### src/rtl/uct_pkg.sv
// Purpose: Shared constants and types for the second serial-port control block
// Assumes: Byte-wide register port, register offsets as printed
// Notes: Offsets other than the control-two one are local choices
package uct_pkg;
    localparam logic [2:0] UCT_OFF_BAUD = 3'h0;
    localparam logic [2:0] UCT_OFF_CTL1 = 3'h2;
    localparam logic [2:0] UCT_OFF_CTL2 = 3'h3;
    localparam logic [2:0] UCT_OFF_STAT = 3'h4;
    localparam logic [2:0] UCT_OFF_DATA = 3'h7;
    localparam logic [7:0] UCT_CTL2_RST = 8'h00;
    localparam logic [7:0] UCT_BAUD_RST = 8'h0F;
    localparam int UCT_B_TXIE = 7;
    localparam int UCT_B_DONEIE = 6;
    localparam int UCT_B_RXIE = 5;
    localparam int UCT_B_IDLEIE = 4;
    localparam int UCT_B_TXON = 3;
    localparam int UCT_B_RXON = 2;
    localparam int UCT_B_STBY = 1;
    localparam int UCT_B_BRK = 0;
    localparam logic [3:0] UCT_BITS_8 = 4'hA;
    localparam logic [3:0] UCT_BITS_9 = 4'hB;
    localparam logic [3:0] UCT_BRK_EXTRA = 4'h3;
    localparam logic [3:0] UCT_DATA_8 = 4'h8;
    localparam logic [3:0] UCT_DATA_9 = 4'h9;

    // Control one: the fields this block uses, plus two spare bits
    typedef struct packed {
        logic single_line_direction;
        logic long_break;
        logic loopback_select;
        logic rx_source;
        logic nine_bit;
        logic wake_method;
        logic [1:0] spare;
    } uct_ctl1_s;

    typedef struct packed {
        logic [2:0] addr;
        logic [7:0] wdata;
        logic wr;
        logic rd;
    } uct_bus_s;

    typedef enum logic {TXS_IDLE = 1'b0, TXS_BUSY = 1'b1} uct_tx_e;
    typedef enum logic [1:0] {
        RXS_IDLE = 2'b00,
        RXS_START = 2'b01,
        RXS_DATA = 2'b11,
        RXS_STOP = 2'b10
    } uct_rx_e;
    typedef enum logic [1:0] {TXK_DATA = 2'h0, TXK_IDLE = 2'h1, TXK_BREAK = 2'h2} uct_kind_e;
endpackage

### src/rtl/uct_top.sv
// Purpose: Serial port governed by control register two: enables, standby, break
// Assumes: One clock; pins synchronised here; bus port is same-clock logic
// Notes: Status bits share the layout of the enables in control two
// Behaviour
// - Transmit-buffer-empty flag raises interrupt when its enable is set.
// - Transmission-complete flag raises interrupt when its enable is set.
// - Receive-buffer-full flag raises interrupt when its enable is set.
// - Idle-line flag raises interrupt when its enable is set.
// - Control two always readable and writable; all fields reset to zero.
// - Single-wire mode: direction bit decides drive or receive on line.
// - Re-enabling transmitter during transmission queues one idle character.
// - After disable, the character in progress finishes; queued ones are not sent and keep the line driven.
// - Receive line released while receive enable is zero.
// - Loopback releases receive line even when receiver is enabled.
// - Standby waits for idle line or address-mark per wake method.
// - Wakeup condition clears standby bit by hardware.
// - Writing one then zero to break bit queues one break.
// - Break bit held keeps queuing breaks of 10/11 or 13/14 bits.
// - A write of one while the break bit is already set queues no second break; the bit must be cleared first.
// - Loopback with receive source joins transmitter and receiver on one line.
// - Nine-bit mode frames start, eight data, ninth bit, stop.
//
// Implementation choice: the address-and-strobe port.
`timescale 1ns/100ps
`default_nettype none
module uct_top
    import uct_pkg::*;
(
    input wire logic sys_clk,
    input wire logic nrst,
    input wire uct_bus_s bus,
    output logic [7:0] rdata,
    output logic irq,
    output logic txd_out,
    output logic txd_oe,
    input wire logic txd_in,
    input wire logic rxd_in,
    output logic rx_pin_owned
);
    logic [7:0] ctl2_q, baud_q, txbuf_q, rxdat_q, rdata_q;
    uct_ctl1_s ctl1_q;
    logic txbuf_empty, tx_done_flag, rxbuf_full_q, idle_q, txfull_q;
    uct_rx_e rxs_q;
    logic txd_s1_q, txd_s2_q, rxd_s1_q, rxd_s2_q;
    logic [7:0] tdiv_q, rdiv_q;
    logic [11:0] sh_q;
    logic [3:0] tcnt_q, rcnt_q, icnt_q;
    logic [8:0] rsh_q;
    logic [1:0] kind_q;
    logic brk_req_q, idle_req_q, txon_d1_q, idle_arm_q;
    uct_tx_e txs, txs_q;
    uct_rx_e rxs;
    assign txs = txs_q;
    assign rxs = rxs_q;

    wire tx_on = ctl2_q[UCT_B_TXON];
    wire rx_on = ctl2_q[UCT_B_RXON];
    wire standby = ctl2_q[UCT_B_STBY];
    wire break_send = ctl2_q[UCT_B_BRK];
    wire wr_ctl2 = bus.wr && bus.addr == UCT_OFF_CTL2;
    wire wr_stat = bus.wr && bus.addr == UCT_OFF_STAT;
    wire wr_data = bus.wr && bus.addr == UCT_OFF_DATA;
    wire [3:0] frame_bits = ctl1_q.nine_bit ? UCT_BITS_9 : UCT_BITS_8;
    wire [3:0] data_bits = ctl1_q.nine_bit ? UCT_DATA_9 : UCT_DATA_8;
    wire [3:0] brk_bits = frame_bits + (ctl1_q.long_break ? UCT_BRK_EXTRA : 4'h0);
    wire tick = tdiv_q == 8'h00;
    wire rtick = rdiv_q == 8'h00;
    wire single_wire = ctl1_q.loopback_select && ctl1_q.rx_source;
    wire tx_line = (txs == TXS_BUSY) ? sh_q[0] : 1'b1;
    // Start priority: break, then queued idle, then buffered data
    wire go_brk = tick && txs == TXS_IDLE && tx_on && (brk_req_q || break_send);
    wire go_idle = tick && txs == TXS_IDLE && tx_on && !go_brk && idle_req_q;
    wire go_data = tick && txs == TXS_IDLE && tx_on && !go_brk && !idle_req_q && txfull_q;
    wire tx_end = tick && txs == TXS_BUSY && tcnt_q == 4'h1;
    wire pending = txs == TXS_BUSY || txfull_q || idle_req_q || brk_req_q;
    wire rx_line = !ctl1_q.loopback_select ? rxd_s2_q : (ctl1_q.rx_source ? txd_s2_q : tx_line);
    wire rx_run = rx_on;
    wire rx_msb = ctl1_q.nine_bit ? rsh_q[8] : rsh_q[7];
    wire rx_got = rtick && rxs == RXS_STOP && rx_line;
    wire wake_mark = rx_got && standby && ctl1_q.wake_method && rx_msb;
    wire idle_hit = rtick && rxs == RXS_IDLE && rx_line && idle_arm_q && icnt_q == frame_bits;
    wire wake_idle = idle_hit && standby && !ctl1_q.wake_method;
    wire deliver = rx_got && (!standby || wake_mark);
    wire [7:0] stat = {txbuf_empty, tx_done_flag, rxbuf_full_q, idle_q, 4'h0};

    assign txbuf_empty = !txfull_q;
    assign tx_done_flag = txbuf_empty && txs == TXS_IDLE && !idle_req_q && !brk_req_q;
    assign irq = |(stat[7:4] & ctl2_q[7:4]);
    assign txd_oe = (tx_on || pending) && (!single_wire || ctl1_q.single_line_direction);
    assign txd_out = tx_line;
    assign rx_pin_owned = rx_on && !ctl1_q.loopback_select;
    assign rdata = rdata_q;

    wire [7:0] rd_mux = (bus.addr == UCT_OFF_BAUD) ? baud_q :
                        (bus.addr == UCT_OFF_CTL1) ? ctl1_q :
                        (bus.addr == UCT_OFF_CTL2) ? ctl2_q :
                        (bus.addr == UCT_OFF_STAT) ? stat :
                        (bus.addr == UCT_OFF_DATA) ? rxdat_q : 8'h00;

    always_ff @(posedge sys_clk or negedge nrst) begin
        if (!nrst) begin
            txd_s1_q <= 1'b1;
            txd_s2_q <= 1'b1;
            rxd_s1_q <= 1'b1;
            rxd_s2_q <= 1'b1;
            rdata_q <= 8'h00;
            baud_q <= UCT_BAUD_RST;
            ctl1_q <= '0;
        end else begin
            txd_s1_q <= txd_in;
            txd_s2_q <= txd_s1_q;
            rxd_s1_q <= rxd_in;
            rxd_s2_q <= rxd_s1_q;
            rdata_q <= bus.rd ? rd_mux : 8'h00;
            if (bus.wr && bus.addr == UCT_OFF_BAUD) begin
                baud_q <= bus.wdata;
            end
            if (bus.wr && bus.addr == UCT_OFF_CTL1) begin
                ctl1_q <= bus.wdata;
            end
        end
    end

    always_ff @(posedge sys_clk or negedge nrst) begin
        if (!nrst) begin
            ctl2_q <= UCT_CTL2_RST;
            txon_d1_q <= 1'b0;
        end else begin
            txon_d1_q <= tx_on;
            if (wr_ctl2) begin
                ctl2_q <= bus.wdata;
            end else if (wake_mark || wake_idle) begin
                ctl2_q[UCT_B_STBY] <= 1'b0;
            end
        end
    end

    // Requests: a new request wins over the clear of the consumed one
    always_ff @(posedge sys_clk or negedge nrst) begin
        if (!nrst) begin
            brk_req_q <= 1'b0;
            idle_req_q <= 1'b0;
        end else begin
            if (wr_ctl2 && bus.wdata[UCT_B_BRK] && !break_send) begin
                brk_req_q <= 1'b1;
            end else if (go_brk) begin
                brk_req_q <= 1'b0;
            end
            if (tx_on && !txon_d1_q) begin
                idle_req_q <= 1'b1;
            end else if (go_idle) begin
                idle_req_q <= 1'b0;
            end
        end
    end

    always_ff @(posedge sys_clk or negedge nrst) begin
        if (!nrst) begin
            txfull_q <= 1'b0;
            txbuf_q <= 8'h00;
        end else begin
            if (wr_data) begin
                txfull_q <= 1'b1;
                txbuf_q <= bus.wdata;
            end else if (go_data) begin
                txfull_q <= 1'b0;
            end
        end
    end

    // Transmitter; bit clock is a divider enable pulse
    always_ff @(posedge sys_clk or negedge nrst) begin
        if (!nrst) begin
            tdiv_q <= 8'h00;
            txs_q <= TXS_IDLE;
            sh_q <= '1;
            tcnt_q <= 4'h0;
            kind_q <= TXK_DATA;
        end else begin
            tdiv_q <= tick ? baud_q : tdiv_q - 8'h01;
            case (txs)
                TXS_IDLE: begin
                    if (go_brk) begin
                        txs_q <= TXS_BUSY;
                        sh_q <= '0;
                        tcnt_q <= brk_bits;
                        kind_q <= TXK_BREAK;
                    end else if (go_idle) begin
                        txs_q <= TXS_BUSY;
                        sh_q <= '1;
                        tcnt_q <= frame_bits;
                        kind_q <= TXK_IDLE;
                    end else if (go_data) begin
                        txs_q <= TXS_BUSY;
                        sh_q <= {2'b11, ctl1_q.nine_bit ? 1'b0 : 1'b1, txbuf_q, 1'b0};
                        tcnt_q <= frame_bits;
                        kind_q <= TXK_DATA;
                    end
                end
                TXS_BUSY: begin
                    if (tick) begin
                        sh_q <= {kind_q != TXK_BREAK, sh_q[11:1]};
                        tcnt_q <= tcnt_q - 4'h1;
                        if (tx_end) begin
                            txs_q <= TXS_IDLE;
                            sh_q <= '1;
                        end
                    end
                end
                default: txs_q <= TXS_IDLE;
            endcase
        end
    end

    // Receiver with idle detection and standby wakeup
    // Standby wakeup
    always_ff @(posedge sys_clk or negedge nrst) begin
        if (!nrst) begin
            rxs_q <= RXS_IDLE;
            rdiv_q <= 8'h00;
            rcnt_q <= 4'h0;
            icnt_q <= 4'h0;
            rsh_q <= 9'h000;
            idle_arm_q <= 1'b0;
        end else if (!rx_run) begin
            rxs_q <= RXS_IDLE;
            rdiv_q <= baud_q;
            icnt_q <= 4'h0;
            idle_arm_q <= 1'b0;
        end else begin
            rdiv_q <= rtick ? baud_q : rdiv_q - 8'h01;
            case (rxs)
                RXS_IDLE: begin
                    if (!rx_line) begin
                        rxs_q <= RXS_START;
                        rdiv_q <= {1'b0, baud_q[7:1]};
                        icnt_q <= 4'h0;
                    end else if (rtick) begin
                        icnt_q <= idle_hit ? 4'h0 : icnt_q + 4'h1;
                        if (idle_hit) begin
                            idle_arm_q <= 1'b0;
                        end
                    end
                end
                RXS_START: begin
                    if (rtick) begin
                        rxs_q <= rx_line ? RXS_IDLE : RXS_DATA;
                        rcnt_q <= data_bits;
                    end
                end
                RXS_DATA: begin
                    if (rtick) begin
                        rsh_q <= ctl1_q.nine_bit ? {rx_line, rsh_q[8:1]}
                                                 : {1'b0, rx_line, rsh_q[7:1]};
                        rcnt_q <= rcnt_q - 4'h1;
                        if (rcnt_q == 4'h1) begin
                            rxs_q <= RXS_STOP;
                        end
                    end
                end
                RXS_STOP: begin
                    if (rtick) begin
                        rxs_q <= RXS_IDLE;
                        idle_arm_q <= 1'b1;
                    end
                end
                default: rxs_q <= RXS_IDLE;
            endcase
        end
    end

    // Sticky receive flags; hardware set wins over a write-one clear
    always_ff @(posedge sys_clk or negedge nrst) begin
        if (!nrst) begin
            rxbuf_full_q <= 1'b0;
            idle_q <= 1'b0;
            rxdat_q <= 8'h00;
        end else begin
            if (deliver) begin
                rxbuf_full_q <= 1'b1;
                rxdat_q <= rsh_q[7:0];
            end else if (wr_stat && bus.wdata[UCT_B_RXIE]) begin
                rxbuf_full_q <= 1'b0;
            end
            if (idle_hit && !standby) begin
                idle_q <= 1'b1;
            end else if (wr_stat && bus.wdata[UCT_B_IDLEIE]) begin
                idle_q <= 1'b0;
            end
        end
    end
endmodule
`default_nettype wire

### config.mk
export PLATFORM = sky130hd
export DESIGN_NAME = uct_top
export DESIGN_NICKNAME = d
export VERILOG_FILES = /design/src/rtl/uct_pkg.sv /design/src/rtl/uct_top.sv
export SDC_FILE = /design/constraint.sdc
export NUM_CORES = 1
export LEC_CHECK = 0
export ABC_AREA = 1
export BUFFER_PORTS_ARGS = -buffer_cell sky130_fd_sc_hd__buf_2
export CORE_MARGIN = 5
export CORE_UTILIZATION = 60
export CTS_BUF_LIST = sky130_fd_sc_hd__clkbuf_16
export DETAILED_ROUTE_END_ITERATION = 16
export HOLD_SLACK_MARGIN = 0.1
export PLACE_DENSITY = 0.87
export SLEW_MARGIN = 20
export SYNTH_ARGS = -nofsm -noshare
export SYNTH_HDL_FRONTEND = slang
export SYNTH_SLANG_ARGS = --single-unit
### constraint.sdc
create_clock -name sys_clk -period 3.32 [get_ports sys_clk]
set_clock_uncertainty 0.2 [all_clocks]
set_input_delay 0 -clock sys_clk [delete_from_list [all_inputs] [get_ports sys_clk]]
set_output_delay 0 -clock sys_clk [all_outputs]
set_load 0.005 [all_outputs]
==> results of run 1 <==
[kinds of logic (layout without fill, tap and decap cells)]
logic type               Yosys count  in the layout
buffers and inverters            111            181
adder cells (fa/ha/maj)           11             11
flip-flops                       113            113
XOR/XNOR                          13             13
AND/OR/NAND/NOR                  317            317
AO/OA/AOI/OAI                    145            145
[layout by cell type, fill, tap and decap left out, types with 3 or more instances in the layout]
master,n
a21oi_1,38
a22oi_1,3
buf_2,27
buf_4,3
clkbuf_16,17
clkinv_1,5
clkinv_2,3
clkinvlp_4,4
dfrtp_1,93
dfstp_2,20
dlygate4sd3_1,26
ha_1,11
inv_1,89
inv_2,4
nand2_1,180
nand2_2,10
nand3_1,27
nand4_1,8
nor2_1,73
nor2_2,4
nor3_1,4
o21ai_0,76
o21ai_1,6
o22ai_1,5
o31ai_1,5
xnor2_1,5
xor2_1,8
[Yosys cell counts, drive strengths merged]
cell and n:
dfrtp 93, nand4 10, nand3 30, o31ai 5, a31oi 2, xnor2 5
o21ai 84, nor3 4, a21oi 39, nor2 81, nand2 192, clkbuf 7
clkinv 2, o22ai 5, a41oi 2, o2bb2ai 1, ha 11, o211ai 2
a21o 1, o32ai 1, a22oi 3, inv 90, buf 12, dfstp 20
xor2 8
[final cells by class]
cell class                      instances  area share [%]
Timing Repair Buffer                   57           6.559
Clock buffer                           17           6.264
Clock inverter                         15           1.566
Multi-Input combinational cell        486           36.15
Tap cell                              129           2.377
Inverter                               92           5.085
Sequential cell                       113           42.00
[sequential cells by signal, summed over array words and instances (netlist names), 2 cells and up]
| signal | cells |
|---|---|
| ctl1_q | 8 |
| tcnt_q | 4 |
| rdata | 8 |
| txbuf_q | 8 |
| rdiv_q | 8 |
| baud_q | 8 |
| rsh_q | 9 |
| icnt_q | 4 |
| rxdat_q | 8 |
| rcnt_q | 4 |
| kind_q | 2 |
| ctl2_q | 8 |
| sh_q | 12 |
| rxs | 2 |
| tdiv_q | 8 |
[worst max path at each step]
stage                         from                     to  slack (ns)  cells past startpoint
2_1_floorplan  tdiv_q[0]$_DFF_PN0_    sh_q[1]$_DFFE_PN1P_        1.62                     10
3_3_place_gp   tdiv_q[0]$_DFF_PN0_    sh_q[5]$_DFFE_PN1P_        1.02                      9
3_5_place_dp   tdiv_q[0]$_DFF_PN0_    sh_q[4]$_DFFE_PN1P_        0.87                      9
4_1_cts        tdiv_q[0]$_DFF_PN0_    sh_q[6]$_DFFE_PN1P_        0.87                      9
5_1_grt        tdiv_q[0]$_DFF_PN0_    sh_q[6]$_DFFE_PN1P_        0.64                      9
6_report             txs$_DFF_PN0_  icnt_q[0]$_DFFE_PN0P_        0.82                      7
[report_power, final]
part	total, mW	internal, mW	switching [mW]
clock	1.64	1.00	0.632
combinational	1.23	0.438	0.790
sequential	2.03	1.73	0.301
[layer usage]
| metal | track usage (%) | part of all wire (%) |
|---|---|---|
| met1 | 33.99 | 38 |
| met5 | 0 | 0 |
| met4 | 15.06 | 5.0 |
| met2 | 46.54 | 48 |
| met3 | 5.910 | 8.7 |
[stage by stage]
stage          power, mW  std cells
2_1_floorplan      2.852        710
3_3_place_gp       3.087        850
3_5_place_dp       3.160        850
4_1_cts            4.859        909
5_1_grt            5.158        909
6_report           4.898        909
[what timing repair did]
| item | CTS | global route |
|---|---|---|
| endpoints found under the setup margin | 0 | 0 |
| hold endpoints to repair | 107 | 0 |
| hold buffers | 27 | 0 |
| setup buffers | 0 | 0 |
==> results_dict.tcl, run 1 <==
set metrics [dict create \
    seq_area_um2 2853 \
    start_util_pct 61.84 \
    synthSimpleGateAreaFrac_pct 24.53 \
    cp_num_buf_inv 0 \
    p_per_area_nw_per_um2 721.2 \
    finalWirelength_mm 15.21 \
    synth.distinct_cells 40 \
    place_hpwl_mm 9.436 \
    worstRegToRegCells 7 \
    irDropWorstVdd_mv 0.5124 \
    grt_first_pass_wirelength_mm 25.21 \
    setup_viol 0 \
    grt_overflow 0 \
    synth_area_per_cell_um2 8.124 \
    post_drt_wl_per_cell_um 16.73 \
    cts_resized 0 \
    cts_tree "done" \
    cp_max_fo 19 \
    min-delay-start "txd_s1_q$_DFF_PN1_" \
    path_delay_family "simple AND/OR/NAND/NOR gates" \
    crit_chain "nand2_1 -> nand2_1 -> nand4_1 -> nand2_1 -> nor2_1 -> nand2_1 -> o21ai_0" \
    slew_violations 0 \
    std_cell_rows 35 \
    synthAdderAreaFrac_pct 2.386 \
    max_slew_margin_pct 54.10 \
    antennaDiodeCount 0 \
    crit_path_start_kind "register" \
    synth_top_area_share_pct 40.35 \
    tns_ns 0 \
    num_vias 5323 \
    syn_area_um2 5768 \
    hold_depth 0 \
    core_um2 9328 \
    fin_area_um2 6792 \
    drive_gt1_share_pct 13.97 \
    r2r_start "txs$_DFF_PN0_" \
    clkSinkCount 113 \
    antenna_found_initial 0 \
    place_area_um2 5972 \
    synth_top_family_by_area "simple AND/OR/NAND/NOR gates" \
    ant_nets 0 \
    rr_endpoint "icnt_q[0]$_DFFE_PN0P_" \
    synth_compound_area_share_pct 13.67 \
    cp_common_cell "nand2_1" \
    whs_ns 0.1556 \
    grtUsageTotal_pct 27.92 \
    hold_end "txd_s2_q$_DFF_PN1_" \
    drc_errors 0 \
    synth_area_leaders "dfrtp_1 40%, nand2_1 12%, dfstp_2 9.1%, o21ai_0 6.6%, inv_1 5.6%" \
    r2r_slack_ns 0.82 \
    tightest_slew_ns 0.6885 \
    io_buffers 28 \
    nNetsFinal 795 \
    syn-num-nets 738 \
    die_h_um 108.0 \
    power.leakage_nw 3.440 \
    ys_seq_elements 113 \
    finalCriticalPeriod_ns 2.499 \
    grt_max_degree 58 \
    drt_iter0_drc 521 \
    gp_congestion 0.9418 \
    cp_slowest_cell "dfrtp_1" \
    cp.required_ns 3.38 \
    die_area_um2 11670 \
    preCtsSetupSlack_ns 0.8737 \
    worstPathArrival_ns 2.56 \
    synth_xor_area_share_pct 1.974 \
    slowest_delay_ns 0.78 \
    finalHoldViolations 0 \
    multi_input_area_um2 2455 \
    worstHoldPathType "reg -> reg" \
    die_width_um 108.0 \
    critical_path_class "reg -> reg" \
    yosysWarnings 0 \
    clkLatencyLatePin_ns 0.42 \
    fin_util_pct 72.81 \
    period_share_pct 75.27 \
    end_kind "register" \
    cap_violations 0 \
    root_buffer "clkbuf_16" \
    clk_path_buf_depth 2 \
    viasPerCell 5.856 \
    n_fill_cell 618 \
    ys_seq_area_share_pct 49.46 \
    synth_area_leader_cell "dfrtp_1" \
    grt_pass1_vias 5226 \
    h-tree-depth 4 \
    fmax_ghz 0.4002 \
    clk_pin_slew_ns 0.06 \
    cts-buffers-inserted 17 \
    pin_count 29 \
    finalWorstSetupSlack_ns 0.8211 \
    status "completed" \
    area_growth_pct 17.74 \
    syn_inst 710 \
    synth.mux.area_fraction_pct 0 \
    rsz0062_at_grt "no" \
    first_pass_iters 6 \
]
Note: power is estimated with default switching activity, not from simulation.
==> run 2, diff against run 1 <==
- CORE_UTILIZATION: 60 -> 55
- PLACE_DENSITY: 0.87 -> 0.85
- clock period: 3.32 -> 2.1 ns (I/O delays scaled with it)
==> results_dict.tcl, run 2 (same netlist as run 1, synthesis figures left out) <==
set metrics [dict create \
    finalHoldViolations 0 \
    clk_pin_slew_ns 0.06 \
    cp.required_ns 1.90 \
    preCtsSetupSlack_ns 0.09725 \
    antennaDiodeCount 0 \
    finalWorstSetupSlack_ns 0.08686 \
    h-tree-depth 4 \
    num_vias 5304 \
    fin_util_pct 68.54 \
    cts-buffers-inserted 17 \
    nNetsFinal 809 \
    fmax_ghz 0.4967 \
    clkSinkCount 113 \
    viasPerCell 5.703 \
    grt_overflow 0 \
    slew_violations 0 \
    core_um2 10280 \
    cp_max_fo 16 \
    status "completed" \
    end_kind "output port" \
    grt_pass1_vias 5385 \
    pin_count 29 \
    place_hpwl_mm 9.638 \
    area_growth_pct 22.13 \
    clkLatencyLatePin_ns 0.42 \
    ant_nets 0 \
    final_cell_mix "177 x nand2_1, 93 x dfrtp_1, 88 x inv_1, 76 x o21ai_0, 72 x nor2_1" \
    drive_gt1_share_pct 16.50 \
    period_share_pct 95.86 \
    layout_commonest_cell "nand2_1" \
    cap_violations 0 \
    cts_setup_buffers 0 \
    regMostFlops "sh_q" \
    worstPathArrival_ns 1.81 \
    setup_viol 0 \
    drc_errors 0 \
    grt_first_pass_wirelength_mm 25.81 \
    tns_ns 0 \
    grt_max_degree 48 \
    gp_congestion 0.9052 \
    grtUsageTotal_pct 25.61 \
    crit_path_start_kind "register" \
    irDropWorstVdd_mv 0.7186 \
    die_h_um 112.4 \
    reg_top3 "sh_q x12, rsh_q x9" \
    clk_path_buf_depth 2 \
    critical_path_class "reg -> out" \
    post_drt_wl_per_cell_um 16.65 \
    finalCriticalPeriod_ns 2.013 \
    antenna_found_initial 0 \
    finalWirelength_mm 15.48 \
    worstHoldPathType "reg -> reg" \
    n_fill_cell 722 \
    start_util_pct 56.12 \
    tightest_slew_ns 0.6555 \
    max_slew_margin_pct 56.30 \
    die_area_um2 12630 \
    root_buffer "clkbuf_16" \
    largest_reg_flops 12 \
    first_pass_iters 7 \
    p_per_area_nw_per_um2 1165 \
    std_cell_rows 37 \
    cts_tree "done" \
    drt_iter0_drc 588 \
    die_width_um 112.4 \
    io_buffers 28 \
    power.leakage_nw 3.534 \
]
[run 2: changes by cell type in the layout (fill, tap and decap cells not counted), sizes merged]
cell,previous run,this run
clkinv,9,6
dlygate4sd3,26,31
bufinv,1,4
buf,31,39
clkinvlp,4,5
[run 2: per-layer routing]
layer	share of wire, %	track usage (%)
met4	5.2	14.02
met2	48	41.36
met5	0	0
met3	9.0	7.170
met1	38	31.07
[run 2: where the power goes]
| part | switching (mW) | internal (mW) |
|---|---|---|
| logic | 1.34 | 0.745 |
| registers | 0.444 | 2.74 |
| clock network | 0.987 | 1.95 |
| total | 2.77 | 5.44 |
[run 2: worst max-delay path, cell delays in order, from the launching register on]
cell and delay, ns:
dfrtp_1 0.42, buf_4 0.21, inv_1 0.20, nand3_1 0.16
o22ai_1 0.20, inv_1 0.06, buf_2 0.12
[run 2: stage by stage]
| stage | area, um2 | hold slack, ns | instances | total power, mW |
|---|---|---|---|---|
| final | 7044 | 0.1575 | 930 | 8.204 |
| after global routing | 7044 | 0.1643 | 930 | 8.653 |
| after CTS | 6987 | 0.1436 | 929 | 8.108 |
| after detailed placement | 6073 | -0.1389 | 866 | 5.079 |
| after global placement | 6073 | -0.1449 | 866 | 4.944 |
| after floorplan | 5768 | -0.4956 | 710 | 4.509 |
[run 2: repair_timing]
item                       in CTS  in global routing
hold buffers                   31                  0
setup endpoints to repair       0                 24
resized for setup               0                 13
hold endpoints to repair      159                  0
[run 2: final timing paths]
path | start | end | slack [ns] | cells past startpoint
hold / removal | rxd_s1_q$_DFF_PN1_ | rxd_s2_q$_DFF_PN1_ | 0.16 | 0
min in group asynchronous | nrst | rxbuf_full_q$_DFFE_PN0P_ | 0.49 | 3
max in group asynchronous | nrst | sh_q[1]$_DFFE_PN1P_ | 0.55 | 4
setup reg to reg | sh_q[0]$_DFFE_PN1P_ | icnt_q[3]$_DFFE_PN0P_ | 0.11 | 7
hold reg to reg | rxd_s1_q$_DFF_PN1_ | rxd_s2_q$_DFF_PN1_ | 0.16 | 0
setup / recovery | txs$_DFF_PN0_ | txd_oe | 0.09 | 6
[run 2: final cells by class]
| type | instances | area [um2] | share of cell area [%] |
|---|---|---|---|
| Tap cell | 136 | 170.2 | 2.416 |
| Clock inverter | 15 | 177.7 | 2.522 |
| Clock buffer | 17 | 425.4 | 6.039 |
| Sequential cell | 113 | 2853 | 40.50 |
| Timing Repair Buffer | 70 | 564.3 | 8.011 |
| Inverter | 92 | 349.1 | 4.956 |
| Timing Repair inverter | 1 | 5.005 | 0.07105 |
| Multi-Input combinational cell | 486 | 2500 | 35.49 |
==> run 3, diff against run 2 <==
- CELL_PAD_IN_SITES_DETAIL_PLACEMENT: unset -> 1
- CELL_PAD_IN_SITES_GLOBAL_PLACEMENT: unset -> 1
- CORE_UTILIZATION: 55 -> 42
- PLACE_DENSITY: 0.85 -> 0.78
==> results_dict.tcl, run 3 (same netlist as run 1, synthesis figures left out) <==
set metrics [dict create \
    irDropWorstVdd_mv 0.4911 \
    first_pass_iters 5 \
    period_share_pct 99.05 \
    die_h_um 127.2 \
    drc_errors 0 \
    setup_viol 0 \
    critical_path_class "reg -> reg" \
    io_buffers 28 \
    viasPerCell 5.323 \
    antennaDiodeCount 0 \
    regMostFlops "sh_q" \
    finalCriticalPeriod_ns 2.080 \
    gp_congestion 0.8727 \
    clkLatencyLatePin_ns 0.42 \
    core_um2 13350 \
    status "completed" \
    pin_count 29 \
    grt_first_pass_wirelength_mm 29.10 \
    fmax_ghz 0.4808 \
    n_fill_cell 1624 \
    p_per_area_nw_per_um2 1127 \
    finalWirelength_mm 17.32 \
    cp_common_cell "dlygate4sd3_1" \
    grtUsageTotal_pct 22.67 \
    tightest_slew_ns 0.9941 \
    max_slew_margin_pct 33.51 \
    cts-buffers-inserted 17 \
    finalHoldViolations 0 \
    drt_iter0_drc 287 \
    largest_reg_flops 12 \
    cap_violations 0 \
    reg_top3 "sh_q x12, rsh_q x9" \
    finalWorstSetupSlack_ns 0.01993 \
    h-tree-depth 4 \
    die_area_um2 16180 \
    place_hpwl_mm 11.59 \
    drive_gt1_share_pct 16.15 \
    final_cell_mix "177 x nand2_1, 90 x dfrtp_1, 89 x inv_1, 76 x o21ai_0, 72 x nor2_1" \
    cp.required_ns 2.19 \
    power.leakage_nw 3.560 \
    antenna_found_initial 0 \
    clk_pin_slew_ns 0.05 \
    root_buffer "clkbuf_16" \
    ant_nets 0 \
    start_util_pct 43.21 \
    crit_chain "o21ai_0 -> dlygate4sd3_1 -> a21oi_1 -> dlygate4sd3_1" \
    post_drt_wl_per_cell_um 17.76 \
    clkSinkCount 113 \
    num_vias 5190 \
    clk_path_buf_depth 2 \
    layout_commonest_cell "nand2_1" \
    nNetsFinal 814 \
    area_growth_pct 22.65 \
    cp_max_fo 4 \
    std_cell_rows 42 \
    worstHoldPathType "in -> reg" \
    cp_num_buf_inv 2 \
    slowest_delay_ns 0.58 \
    grt_pass1_vias 5565 \
    end_kind "register" \
    cp_slowest_cell "dlygate4sd3_1" \
    die_width_um 127.2 \
    slew_violations 0 \
    crit_path_start_kind "register" \
    preCtsSetupSlack_ns 0.1018 \
    tns_ns 0 \
    worstPathArrival_ns 2.17 \
    grt_max_degree 64 \
    grt_overflow 0 \
    cts_tree "done" \
    path_delay_family "buffers and inverters" \
]
## run 3: power by group
part           internal [mW]  total [mW]  switching [mW]
Sequential              2.74        3.19           0.450
Clock                   1.69        2.68           0.990
Combinational          0.755        2.10            1.35
Total                   5.19        7.98            2.79
## run 3: layer usage
metal / GRT usage (%) / vias up / part of all wire (%)
met3: 4.424 / 37 / 4.5
met4: 8.644 / 0 / 2.8
met5: 0 / - / 0
met2: 37.36 / 118 / 49
met1: 29.65 / 2601 / 44
li1: - / 2434 / -
## run 3: worst reg2reg max path, stage by stage, from the launching register on
cell	delay, ns
dfrtp_1	0.41
o21ai_0	0.15
dlygate4sd3_1	0.56
a21oi_1	0.05
dlygate4sd3_1	0.58
## run 3: final timing paths
check / startpoint / end / slack (ns) / cells after the start
setup reg to reg: baud_q[7]$_DFFE_PN0P_ / rdata[7]$_DFF_PN0_ / 0.02 / 4
setup / recovery: baud_q[7]$_DFFE_PN0P_ / rdata[7]$_DFF_PN0_ / 0.02 / 4
hold / removal: bus[12] / rdata[1]$_DFF_PN0_ / 0.05 / 5
min in group asynchronous: nrst / ctl1_q[1]$_DFFE_PN0P_ / 0.65 / 3
hold reg to reg: rxd_s1_q$_DFF_PN1_ / rxd_s2_q$_DFF_PN1_ / 0.16 / 0
max in group asynchronous: nrst / ctl2_q[2]$_DFFE_PN0P_ / 0.38 / 3
## run 3: final cells by class
type	instances	area (um2)	area share, %
Clock buffer	17	425.4	6.013
Multi-Input combinational cell	486	2496	35.28
Sequential cell	113	2856	40.38
Timing Repair Buffer	76	611.8	8.649
Tap cell	176	220.2	3.113
Inverter	92	352.8	4.988
Clock inverter	15	111.4	1.574
## run 3: what timing repair did
| item | 4_1_cts | 5_1_grt |
|---|---|---|
| hold buffers | 32 | 1 |
| buffers inserted | 0 | 1 |
| gates resized for setup | 0 | 16 |
| endpoints found under the setup margin | 0 | 28 |
| hold endpoints to repair | 159 | 2 |
## run 3: per-stage QoR
| stage | hold WS, ns | utilization (%) | power [mW] | cells | cell area (um2) |
|---|---|---|---|---|---|
| final | 0.05043 | 53.00 | 7.975 | 975 | 7074 |
| after global routing | 0.1177 | 53.00 | 8.489 | 975 | 7074 |
| after CTS | 0.1062 | 52.52 | 7.949 | 974 | 7010 |
| after floorplan | -0.4956 | - | 4.509 | 710 | 5768 |
| after detailed placement | -0.2711 | 46.10 | 5.185 | 910 | 6153 |
| after global placement | -0.2787 | 46.10 | 5.028 | 910 | 6153 |
